<file path="src/rtl/gdis_pkg.sv">
// Purpose: Shared constants and state type of the port and DMA event block
// Assumes: AXI4-Lite word per register, index times four is the byte address
// Notes:   Indices mirror the printed register offsets

package gdis_pkg;

  // ----------------------------------------------------------------
  // Bus geometry
  // ----------------------------------------------------------------
  localparam int ADDR_W  = 7;
  localparam int IDX_LSB = 2;
  localparam int PIN_W   = 11;

  localparam logic [1:0] RESP_OKAY   = 2'h0;
  localparam logic [1:0] RESP_SLVERR = 2'h2;

  // ----------------------------------------------------------------
  // Register indices
  // ----------------------------------------------------------------
  localparam logic [4:0] IDX_GSTAT   = 5'h03;
  localparam logic [4:0] IDX_PMASK_L = 5'h08;
  localparam logic [4:0] IDX_PMASK_H = 5'h09;
  localparam logic [4:0] IDX_PEV_L   = 5'h0a;
  localparam logic [4:0] IDX_PEV_H   = 5'h0b;
  localparam logic [4:0] IDX_CMD     = 5'h0c;
  localparam logic [4:0] IDX_DSTAT   = 5'h0e;
  localparam logic [4:0] IDX_DMASK   = 5'h0f;
  localparam logic [4:0] IDX_RXSZ_A  = 5'h10;
  localparam logic [4:0] IDX_RXSZ_B  = 5'h11;
  localparam logic [4:0] IDX_TXBC_A  = 5'h12;
  localparam logic [4:0] IDX_TXBC_B  = 5'h13;
  localparam logic [4:0] IDX_CFG     = 5'h14;

  // ----------------------------------------------------------------
  // Field positions
  // ----------------------------------------------------------------
  localparam int GS_PORT     = 7;
  localparam int GS_DMA      = 6;
  localparam int CH_STRIDE   = 4;
  localparam int ST_TX_END   = 0;
  localparam int ST_RX_END   = 1;
  localparam int ST_RX_FULL  = 2;
  localparam int CMD_RX      = 1;
  localparam int CMD_TX      = 3;
  localparam int CFG_CHK_DIS = 0;

  // ----------------------------------------------------------------
  // Masks and reset values
  // ----------------------------------------------------------------
  localparam logic [10:0] PIN_VALID = 11'h747;
  localparam logic [10:0] RST_PMASK = 11'h747;
  localparam logic [7:0]  RST_DMASK = 8'h77;
  localparam logic [7:0]  DMASK_BITS = 8'h77;
  localparam logic [7:0]  CMD_BITS  = 8'haa;

  typedef struct packed {
    logic             awrdy;
    logic             wrdy;
    logic             bval;
    logic [1:0]       bresp;
    logic             aw_have;
    logic             w_have;
    logic [4:0]       widx;
    logic [31:0]      wdat;
    logic [3:0]       wstb;
    logic             arrdy;
    logic             rval;
    logic [1:0]       rresp;
    logic [31:0]      rdat;
    logic             primed;
    logic [10:0]      pin_prev;
    logic [10:0]      port_flag;
    logic [10:0]      port_mask;
    logic [7:0]       dma_stat;
    logic [7:0]       dma_mask;
    logic [7:0]       cmd;
    logic             chk_dis;
    logic [1:0][15:0] rx_size;
    logic [1:0][15:0] tx_total;
    logic [1:0][15:0] rx_cnt;
    logic [1:0][15:0] tx_cnt;
    logic             irq;
  } gdis_state_t;

  localparam gdis_state_t ST_RST = '{
    awrdy: 1'b1, wrdy: 1'b1, arrdy: 1'b1,
    port_mask: RST_PMASK, dma_mask: RST_DMASK, default: '0};

endpackage

</file>
<file path="src/rtl/gdis_top.sv">
// Purpose: Port transition events and DMA support events with read-clear status
// Assumes: All inputs synchronous to clk, AXI4-Lite register access
// Notes:   Interrupt request is a registered level
//
// Function
// - Pin transition sets its event flag
// - Reading port status clears its flags
// - Low port status: pins 10..8, bits 2..0
// - High port status: pins 6,2,1,0
// - Zero command bit leaves path alone
// - DMA status layout, bits 7 and 3 zero
// - DMA events recorded even when masked
// - Unmasking a pending event raises interrupt
// - Buffer size reached raises buffer-full event
// - Check disable suppresses buffer-full event
// - Last receive byte moved raises end
// - Transmit count reached raises transmit end
// - Mask bit one blocks event interrupt
// - DMA mask resets with all masked
// - Port mask one disables pin events
// - Global status shows DMA pending summary
// - Global status shows port pending summary

`timescale 1ns/10ps
`default_nettype none

module gdis_top
  import gdis_pkg::*;
(
  // Clock, reset, enable
  input  wire logic              clk,
  input  wire logic              rst_n,
  input  wire logic              ce,
  // AXI4-Lite write address and data
  input  wire logic [ADDR_W-1:0] awaddr,
  input  wire logic              awvalid,
  output logic                   awready,
  input  wire logic [31:0]       wdata,
  input  wire logic [3:0]        wstrb,
  input  wire logic              wvalid,
  output logic                   wready,
  // AXI4-Lite write response
  output logic [1:0]             bresp,
  output logic                   bvalid,
  input  wire logic              bready,
  // AXI4-Lite read
  input  wire logic [ADDR_W-1:0] araddr,
  input  wire logic              arvalid,
  output logic                   arready,
  output logic [31:0]            rdata,
  output logic [1:0]             rresp,
  output logic                   rvalid,
  input  wire logic              rready,
  // Port pins
  input  wire logic [PIN_W-1:0]  gpp_pin_in,
  // DMA support, index 0 channel A, 1 channel B
  input  wire logic [1:0]        rx_dma_ack,
  input  wire logic [1:0]        rx_dma_last,
  input  wire logic [1:0]        tx_dma_ack,
  output logic [1:0]             rx_path_reset,
  output logic [1:0]             tx_path_reset,
  // Interrupt request
  output logic                   irq
);

  // ----------------------------------------------------------------
  // Helpers
  // ----------------------------------------------------------------
  function automatic logic is_map(input logic [4:0] i);
    case (i)
      IDX_GSTAT, IDX_PMASK_L, IDX_PMASK_H, IDX_PEV_L, IDX_PEV_H,
      IDX_CMD, IDX_DSTAT, IDX_DMASK, IDX_RXSZ_A, IDX_RXSZ_B,
      IDX_TXBC_A, IDX_TXBC_B, IDX_CFG: is_map = 1'b1;
      default: is_map = 1'b0;
    endcase
  endfunction

  function automatic logic [15:0] lane16(input logic [15:0] old,
                                         input logic [15:0] nw,
                                         input logic [1:0]  stb);
    lane16 = old;
    if (stb[0]) begin
      lane16[7:0] = nw[7:0];
    end
    if (stb[1]) begin
      lane16[15:8] = nw[15:8];
    end
  endfunction

  gdis_state_t q;
  gdis_state_t d;

  logic [4:0]       ridx;
  logic             ar_hs;
  logic             aw_hs;
  logic             w_hs;
  logic             do_wr;
  logic [PIN_W-1:0] port_ev;
  logic [7:0]       dma_ev;
  logic [1:0]       rx_full_hit;
  logic [1:0]       tx_end_hit;
  logic             dma_any;
  logic             port_any;

  assign ridx     = araddr[ADDR_W-1:IDX_LSB];
  assign ar_hs    = arvalid && q.arrdy;
  assign aw_hs    = awvalid && q.awrdy;
  assign w_hs     = wvalid && q.wrdy;
  assign do_wr    = q.aw_have && q.w_have && !q.bval;
  assign dma_any  = |q.dma_stat;
  assign port_any = |q.port_flag;

  // ----------------------------------------------------------------
  // Event detection
  // ----------------------------------------------------------------
  // Unmasked transitions
  assign port_ev = q.primed ?
                   ((gpp_pin_in ^ q.pin_prev) & ~q.port_mask & PIN_VALID) : '0;

  for (genvar c = 0; c < 2; c++) begin : g_ch
    assign rx_full_hit[c] = rx_dma_ack[c] && !q.chk_dis &&
                            (q.rx_size[c] != 16'h0000) &&
                            (q.rx_cnt[c] + 16'h0001 == q.rx_size[c]);
    assign tx_end_hit[c]  = tx_dma_ack[c] && (q.tx_total[c] != 16'h0000) &&
                            (q.tx_cnt[c] + 16'h0001 == q.tx_total[c]);
    assign dma_ev[CH_STRIDE*c+ST_TX_END]  = tx_end_hit[c] &&
                                            !q.cmd[CH_STRIDE*c+CMD_TX];
    assign dma_ev[CH_STRIDE*c+ST_RX_END]  = rx_dma_ack[c] && rx_dma_last[c] &&
                                            !q.cmd[CH_STRIDE*c+CMD_RX];
    assign dma_ev[CH_STRIDE*c+ST_RX_FULL] = rx_full_hit[c] &&
                                            !q.cmd[CH_STRIDE*c+CMD_RX];
    assign dma_ev[CH_STRIDE*c+3]          = 1'b0;
  end

  // ----------------------------------------------------------------
  // Next state
  // ----------------------------------------------------------------
  always_comb begin
    d     = q;
    d.cmd = 8'h00;

    // Read channel
    if (q.rval && rready) begin
      d.rval = 1'b0;
    end
    if (ar_hs) begin
      d.rval  = 1'b1;
      d.rresp = is_map(ridx) ? RESP_OKAY : RESP_SLVERR;
      d.rdat  = '0;
      case (ridx)
        IDX_GSTAT: begin
          d.rdat[GS_PORT] = port_any;
          d.rdat[GS_DMA]  = dma_any;
        end
        IDX_PMASK_L: d.rdat[7:0] = {5'h00, q.port_mask[10:8]};
        IDX_PMASK_H: d.rdat[7:0] = {1'b1, q.port_mask[6], 3'h7, q.port_mask[2:0]};
        IDX_PEV_L: begin
          d.rdat[7:0]        = {5'h00, q.port_flag[10:8]};
          d.port_flag[10:8]  = 3'h0;
        end
        IDX_PEV_H: begin
          d.rdat[7:0]        = {1'b0, q.port_flag[6], 3'h0, q.port_flag[2:0]};
          d.port_flag[6]     = 1'b0;
          d.port_flag[2:0]   = 3'h0;
        end
        IDX_CMD:    d.rdat[7:0] = q.cmd;
        IDX_DSTAT: begin
          d.rdat[7:0] = q.dma_stat;
          d.dma_stat  = 8'h00;
        end
        IDX_DMASK:  d.rdat[7:0]  = q.dma_mask;
        IDX_RXSZ_A: d.rdat[15:0] = q.rx_size[0];
        IDX_RXSZ_B: d.rdat[15:0] = q.rx_size[1];
        IDX_TXBC_A: d.rdat[15:0] = q.tx_total[0];
        IDX_TXBC_B: d.rdat[15:0] = q.tx_total[1];
        IDX_CFG:    d.rdat[CFG_CHK_DIS] = q.chk_dis;
        default: begin
        end
      endcase
    end
    d.arrdy = !d.rval;

    // Write channels, either order
    if (aw_hs) begin
      d.aw_have = 1'b1;
      d.widx    = awaddr[ADDR_W-1:IDX_LSB];
    end
    if (w_hs) begin
      d.w_have = 1'b1;
      d.wdat   = wdata;
      d.wstb   = wstrb;
    end
    if (q.bval && bready) begin
      d.bval = 1'b0;
    end
    if (do_wr) begin
      d.aw_have = 1'b0;
      d.w_have  = 1'b0;
      d.bval    = 1'b1;
      d.bresp   = is_map(q.widx) ? RESP_OKAY : RESP_SLVERR;
      if (q.wstb[0]) begin
        case (q.widx)
          IDX_PMASK_L: d.port_mask[10:8] = q.wdat[2:0];
          IDX_PMASK_H: begin
            d.port_mask[6]   = q.wdat[6];
            d.port_mask[2:0] = q.wdat[2:0];
          end
          IDX_CMD:   d.cmd      = q.wdat[7:0] & CMD_BITS;
          IDX_DMASK: d.dma_mask = q.wdat[7:0] & DMASK_BITS;
          IDX_CFG:   d.chk_dis  = q.wdat[CFG_CHK_DIS];
          default: begin
          end
        endcase
      end
      case (q.widx)
        IDX_RXSZ_A: d.rx_size[0]  = lane16(q.rx_size[0], q.wdat[15:0], q.wstb[1:0]);
        IDX_RXSZ_B: d.rx_size[1]  = lane16(q.rx_size[1], q.wdat[15:0], q.wstb[1:0]);
        IDX_TXBC_A: d.tx_total[0] = lane16(q.tx_total[0], q.wdat[15:0], q.wstb[1:0]);
        IDX_TXBC_B: d.tx_total[1] = lane16(q.tx_total[1], q.wdat[15:0], q.wstb[1:0]);
        default: begin
        end
      endcase
    end
    d.awrdy = !d.aw_have && !d.bval;
    d.wrdy  = !d.w_have && !d.bval;

    d.primed    = 1'b1;
    d.pin_prev  = gpp_pin_in;
    d.port_flag = d.port_flag | port_ev;

    for (int c = 0; c < 2; c++) begin
      if (q.cmd[CH_STRIDE*c+CMD_RX]) begin
        d.rx_cnt[c] = 16'h0000;
      end else if (rx_dma_ack[c]) begin
        d.rx_cnt[c] = (rx_full_hit[c] || rx_dma_last[c]) ? 16'h0000 :
                      q.rx_cnt[c] + 16'h0001;
      end
      if (q.cmd[CH_STRIDE*c+CMD_TX]) begin
        d.tx_cnt[c] = 16'h0000;
      end else if (tx_dma_ack[c]) begin
        d.tx_cnt[c] = tx_end_hit[c] ? 16'h0000 : q.tx_cnt[c] + 16'h0001;
      end
    end

    d.dma_stat = d.dma_stat | dma_ev;
    d.irq = (|d.port_flag) || (|(d.dma_stat & ~d.dma_mask));
  end

  always_ff @(posedge clk) begin
    if (!rst_n) begin
      q <= ST_RST;
    end else if (ce) begin
      q <= d;
    end
  end

  // ----------------------------------------------------------------
  // Outputs
  // ----------------------------------------------------------------
  assign awready          = q.awrdy;
  assign wready           = q.wrdy;
  assign bvalid           = q.bval;
  assign bresp            = q.bresp;
  assign arready          = q.arrdy;
  assign rvalid           = q.rval;
  assign rresp            = q.rresp;
  assign rdata            = q.rdat;
  assign rx_path_reset[0] = q.cmd[CMD_RX];
  assign rx_path_reset[1] = q.cmd[CH_STRIDE+CMD_RX];
  assign tx_path_reset[0] = q.cmd[CMD_TX];
  assign tx_path_reset[1] = q.cmd[CH_STRIDE+CMD_TX];
  assign irq              = q.irq;
endmodule

`default_nettype wire

</file>
<file path="config.mk">
export PLATFORM = sky130hd
export DESIGN_NAME = gdis_top
export DESIGN_NICKNAME = d
export VERILOG_FILES = /design/src/rtl/gdis_pkg.sv /design/src/rtl/gdis_top.sv
export SDC_FILE = /design/constraint.sdc
export NUM_CORES = 1
export LEC_CHECK = 0
export BUFFER_PORTS_ARGS = -buffer_cell sky130_fd_sc_hd__buf_2
export CAP_MARGIN = 20
export CORE_ASPECT_RATIO = 0.6
export CORE_MARGIN = 2
export CORE_UTILIZATION = 35
export CTS_BUF_LIST = sky130_fd_sc_hd__clkbuf_4
export DETAILED_ROUTE_END_ITERATION = 8
export GPL_TIMING_DRIVEN = 0
export PLACE_DENSITY = 0.57
export SLEW_MARGIN = 20
export SYNTH_ARGS = -nofsm -noshare
export SYNTH_HDL_FRONTEND = slang
export SYNTH_SLANG_ARGS = --single-unit
</file>
<file path="constraint.sdc">
create_clock -name clk -period 4 [get_ports clk]
set_clock_uncertainty 0.05 [all_clocks]
set_input_delay 1.2 -clock clk [delete_from_list [all_inputs] [get_ports clk]]
set_output_delay 1.2 -clock clk [all_outputs]
set_load 0.02 [all_outputs]
</file>
# Yosys cells after proc, flatten, opt, wreduce, memory -nomap -nowiden
# Memory sizes are Yosys's and may differ from the RTL's. A register that Yosys moved wholly into a read port is not among the register bits.
# Cells that the tools add are included.
# W data, S select, Z words.
dict set report totals {
  reg_bits 234
  mem_bits_ro 64
  input_bits 75
  mem_count 2
}
# name words width rd rd_clocked_by_memory_dff wr line
set mem_list {}
lappend mem_list {{(no name shown)} 32 1 1 0 0 gdis_top.sv:70} ;# case (i)
lappend mem_list {{(no name shown)} 32 1 1 1 0 gdis_top.sv:70}
dict set report op_classes {
  n_addsub 4
  n_eq_ne 26
  muxes 54
  bitwise 7
  reduce_logical 71
}
# cell n
set op_table {}
lappend op_table {{$mux W16} 16}
lappend op_table {{$mux W8} 12}
lappend op_table {{$mux W81} 1}
lappend op_table {{$add A16 B1 Y16 const B} 4}
lappend op_table {{$eq A16 B16 Y1} 4}
lappend op_table {{$reduce_bool A16 Y1} 4}
lappend op_table {{$eq A5 B4 Y1 const B} 11}
lappend op_table {{$pmux W5 S11} 1}
lappend op_table {{$eq A5 B5 Y1 const B} 10}
lappend op_table {{$reduce_and A4 Y1} 11}
lappend op_table {{$mux W35} 1}
lappend op_table {{$pmux W8 S4} 1}
lappend op_table {{$logic_and A1 B1 Y1} 27}
lappend op_table {{$reduce_or A11 Y1} 2}
lappend op_table {{$pmux W2 S10} 1}
lappend op_table {{$mux W17} 1}
lappend op_table {{$reduce_and A2 Y1} 8}
lappend op_table {{$reduce_or A8 Y1} 2}
lappend op_table {{$mux W5} 3}
lappend op_table {{$mux W3} 4}
lappend op_table {{$pmux W1 S12} 1}
lappend op_table {{$and A11 B11 Y11} 1}
lappend op_table {{$mux W11} 1}
lappend op_table {{$not A11 Y11} 1}
lappend op_table {{11 further kinds} 34}

# Depth between registers and ports, before layout
dict set report logic_depth {
  word_depth 9
  mapped_depth 12
  ltp_nobuf 9
}

# Worst setup path before layout
# Ideal clock, no wire load.
dict set report synth_path {
  path_type {input -> register}
  from {input araddr[4]}
  to {register q, in the netlist irq}
  setup_ns 0.120
  arrival_time_ns 3.228
  slack_ns 0.603
  cell_stages 9
  cell_sequence {clkbuf_1 -> or3b_1 -> nor3_1 -> inv_1 -> a221oi_1 -> nand4_1 -> a2111oi_0 -> o311ai_1 -> a211o_1}
}
dict set report synth_between {
  elab_chain_cells 7
  word_cells_on_any_way 17
  classes_between {eq/ne (3); mux (8); bitwise (3); reduce/logical (3)}
}
# item line
set synth_lines {}
lappend synth_lines {{start, declared} gdis_top.sv:47} ;# input wire logic [ADDR_W-1:0] araddr,
lappend synth_lines {{$eq A5 B4 Y1} gdis_top.sv:150} ;# case (ridx)
lappend synth_lines {{$mux W8} gdis_top.sv:150}
lappend synth_lines {{$mux W8} gdis_top.sv:146} ;# if (ar_hs) begin
lappend synth_lines {{$or A8 B7 Y8} gdis_top.sv:245} ;# d.dma_stat = d.dma_stat | dma_ev;
lappend synth_lines {{$and A8 B8 Y8} gdis_top.sv:246} ;# d.irq = (|d.port_flag) || (|(d.dma_stat & ~d.dma_mask));
lappend synth_lines {{$reduce_or A8 Y1} gdis_top.sv:246}
lappend synth_lines {{$logic_or A1 B1 Y1 (*)} gdis_top.sv:246}
lappend synth_lines {{end signal, assigned} gdis_top.sv:251} ;# q <= ST_RST;
lappend synth_lines {{end signal, assigned} gdis_top.sv:253} ;# q <= d;
lappend synth_lines {{end, declared} gdis_top.sv:90} ;# gdis_state_t q;
# Mark *: on every way between the ends. The rest lies on a longest branch, timed or not.
# A chain may end at the register's enable or synchronous reset.

# Worst setup path in the final report
dict set report layout_path {
  from {register q[266] in the netlist's numbering}
  to {register q, in the netlist irq}
}
dict set report layout_between {
  elab_chain_cells 7
}
# item line
set layout_lines {}
lappend layout_lines {{$logic_and A1 B1 Y1 (2 in a row)} gdis_top.sv:109} ;# assign do_wr = q.aw_have && q.w_have && !q.bval;
lappend layout_lines {{$mux W81} gdis_top.sv:196} ;# if (do_wr) begin
lappend layout_lines {{$not A8 Y8} gdis_top.sv:246}
lappend layout_lines {{$and A8 B8 Y8} gdis_top.sv:246}
lappend layout_lines {{$reduce_or A8 Y1} gdis_top.sv:246}
lappend layout_lines {{$logic_or A1 B1 Y1} gdis_top.sv:246}
# No other way between the ends.

==> results.json <==
{
  "slew_headroom_pct": 23.8,
  "instances_no_fill": 2188,
  "grt_pass1_vias": 11300,
  "cts.sinks": 221,
  "htreeDepth": 2,
  "finalSetupViolCount": 0,
  "power_density_mw_per_mm2": 324,
  "core_area_mm2": 0.0349,
  "drt_iter0_drc": 1453,
  "critical_path_buf_inv_count": 1,
  "first_pass_iters": 5,
  "cap_violations": 0,
  "clock_path_buffers": 3,
  "fin_ws_ps": 479,
  "dp_slack_ps": -218,
  "tns_ps": 0,
  "synth_top_cell_area_share_pct": 35.8,
  "final.period_utilization_pct": 88.0,
  "hp-class": "flip-flop to flip-flop",
  "drtAntennaViolNets": 0,
  "io_pins": 121,
  "grt_antenna_before_repair": 1,
  "synth.most_common_cell": "dfxtp_1",
  "crit_type": "flip-flop to flip-flop",
  "synth_largest_area_cell": "dfxtp_1",
  "synth_edf_count": 0,
  "endpoint_kind": "flip-flop",
  "totalWireLength_mm": 46.5,
  "ys_seq_area_share_pct": 35.8,
  "postCtsSetupBuffers": 0,
  "cp_slowest_cell": "a2111oi_0",
  "clk_pin_slew_worst_paths_ps": 70,
  "vias": 12500,
  "timing.rr.start": "q[266]",
  "ir_drop_mv": 0.190,
  "fp.dieH_um": 150,
  "critPathRequiredTime_ps": 4570,
  "period_needed_ps": 3520,
  "synth_area_per_cell_um2": 7.99,
  "grt_pass1_wl_mm": 69.9,
  "drc": 0,
  "cp_max_fo": 10,
  "track_usage_pct": 25.0,
  "slew_violations": 0,
  "synth_cell_types": 81,
  "rows": 53,
  "yosys-top-cells-count": "dfxtp_1, nand2_1, nor2_1",
  "wl_per_cell_um": 21.3,
  "synthTopCellsByArea": "dfxtp_1, nand2_1, mux2i_1",
  "hold_viol_final": 0,
  "area_growth_pct": 13.2,
  "viasPerCell": 5.71,
  "grt_overflow_total": 0,
  "filler_cell_count": 3654,
  "status": "complete, no violations",
  "synthFlopType": "dfxtp_1",
  "ctsRootBufferMaster": "clkbuf_4",
  "cts_made_buffers": 55,
  "grt_max_degree": 16,
  "final_nets": 1775,
  "worstSkewPairLatency_ps": 790,
  "worst_slew_pin_slew_ps": 1140,
  "initial_core_util_pct": 35.5,
  "hold_buffers": 0,
  "leakagePower_uw": 0.00546,
  "crit_path_start_kind": "flip-flop",
  "yosys_warnings": 0,
  "fmax_mhz": 284,
  "cts_tree": "built",
  "arrival_ps": 4090,
  "portBuffers": 74,
  "syn-cell-area_mm2": 0.0124,
  "die-area_mm2": 0.0369,
  "crit_family": "compound AO/OA/AOI/OAI gates",
  "ys_seq_elements": 221,
  "whs_ps": 398,
  "die_w_um": 247,
  "crit_start": "q[266]",
  "netlist_instances": 1548,
  "rsz0062_at_grt": "no",
  "dp_cells": 2106,
  "place.gp.congestion": 0.948,
  "hpwl_mm": 35.1,
  "drive_gt1_share_pct": 14.4,
  "async_reset_ff_share_pct": 0,
  "post_cts_resized": 0,
  "path_cells": "and3b_1, nand4b_1, nor2_1, clkbuf_1, o211ai_1, a2111oi_0, o311ai_1, a211o_1",
  "critPathMaxStageDelay_ps": 520
}
power breakdown:
part	internal, uW	switching, uW
logic	126	272
registers	2240	45.9
clock network	881	969
total	3240	1290
stage by stage:
stage | area, um2 | power [uW] | util (%)
2_1_floorplan | 12400 | 2550 | -
3_3_place_gp | 13400 | 2710 | 38.4
3_5_place_dp | 13400 | 2720 | 38.4
4_1_cts | 14000 | 4550 | 40.1
5_1_grt | 14000 | 4700 | 40.1
6_report | 14000 | 4530 | 40.1
area by class of cell:
class	instances	area, um2	share of cell area [%]
buffer	141	734	5.24
antenna	2	5.00	0.0357
sequential	221	4420	31.6
clock inverter	8	61.3	0.438
multi-input combinational	1175	7180	51.3
inverter	28	105	0.751
tap	467	584	4.17
clock buffer	72	541	3.86
timing repair buffer	74	370	2.64
layer usage:
layer	GRT usage (%)	vias up	wire length [um]
li1	-	5842	-
met1	39.4	5984	23300
met2	31.7	587	17300
met3	6.90	76	4870
met4	7.20	0	1050
met5	0	-	0
sequential cells by signal, summed over array words and instances (netlist names), named ones only:
name / cells
irq: 1
q: 192
rx_path_reset: 2
tx_path_reset: 2
bvalid: 1
arready: 1
wready: 1
rvalid: 1
awready: 1
rresp: 1
bresp: 1
rdata: 16
cell usage in the layout, fill, tap and decap left out, types with 6 or more instances in the layout:
cell type,netlist,layout
or3_1,14,14
mux2i_1,64,64
nor3b_1,15,14
nor2b_1,12,12
nand2_1,176,176
clkinv_1,2,8
dfxtp_1,221,221
nand4_1,31,31
buf_2,19,93
nor2_1,159,159
a211oi_1,9,9
xnor2_1,63,63
a22oi_1,42,42
inv_1,26,26
buf_4,44,44
o211ai_1,9,9
clkbuf_4,0,72
nand2b_1,19,19
a22o_1,6,6
a21oi_1,88,88
nor3_1,36,36
mux2_2,7,7
nand3b_1,6,6
a221oi_1,8,8
a211o_1,9,9
and4_1,7,7
o22ai_1,7,7
nand3_1,99,99
and2_1,8,8
clkbuf_1,69,69
o2111ai_1,6,6
conb_1,1,18
nor4_1,34,33
a32oi_1,8,8
and3_1,17,17
a31oi_1,33,33
o21ai_0,46,46
xor2_1,36,36
a21o_1,7,7
buf_1,6,6
kinds of logic (layout without fill, tap and decap cells):
kind of cell / Yosys count / after routing / synth area share [%]
AOI/OAI and AO/OA: 319 / 319 / 17.3
adders and majority gates: 5 / 5 / 0.486
xor gates and xnor gates: 99 / 99 / 7.01
muxes: 72 / 72 / 6.00
other: 1 / 20 / 0.0303
buffers and inverters: 169 / 323 / 6.79
and+or+nand+nor: 662 / 662 / 26.6
DFF: 221 / 221 / 35.8
final timing paths:
kind,endpoint,slack [ps],depth (start not counted)
setup / recovery,irq,480,8
setup reg to reg,irq,480,8
hold reg to reg,bresp[1],400,1
hold / removal,bresp[1],400,1
Note: power is estimated with default switching activity, not from simulation.
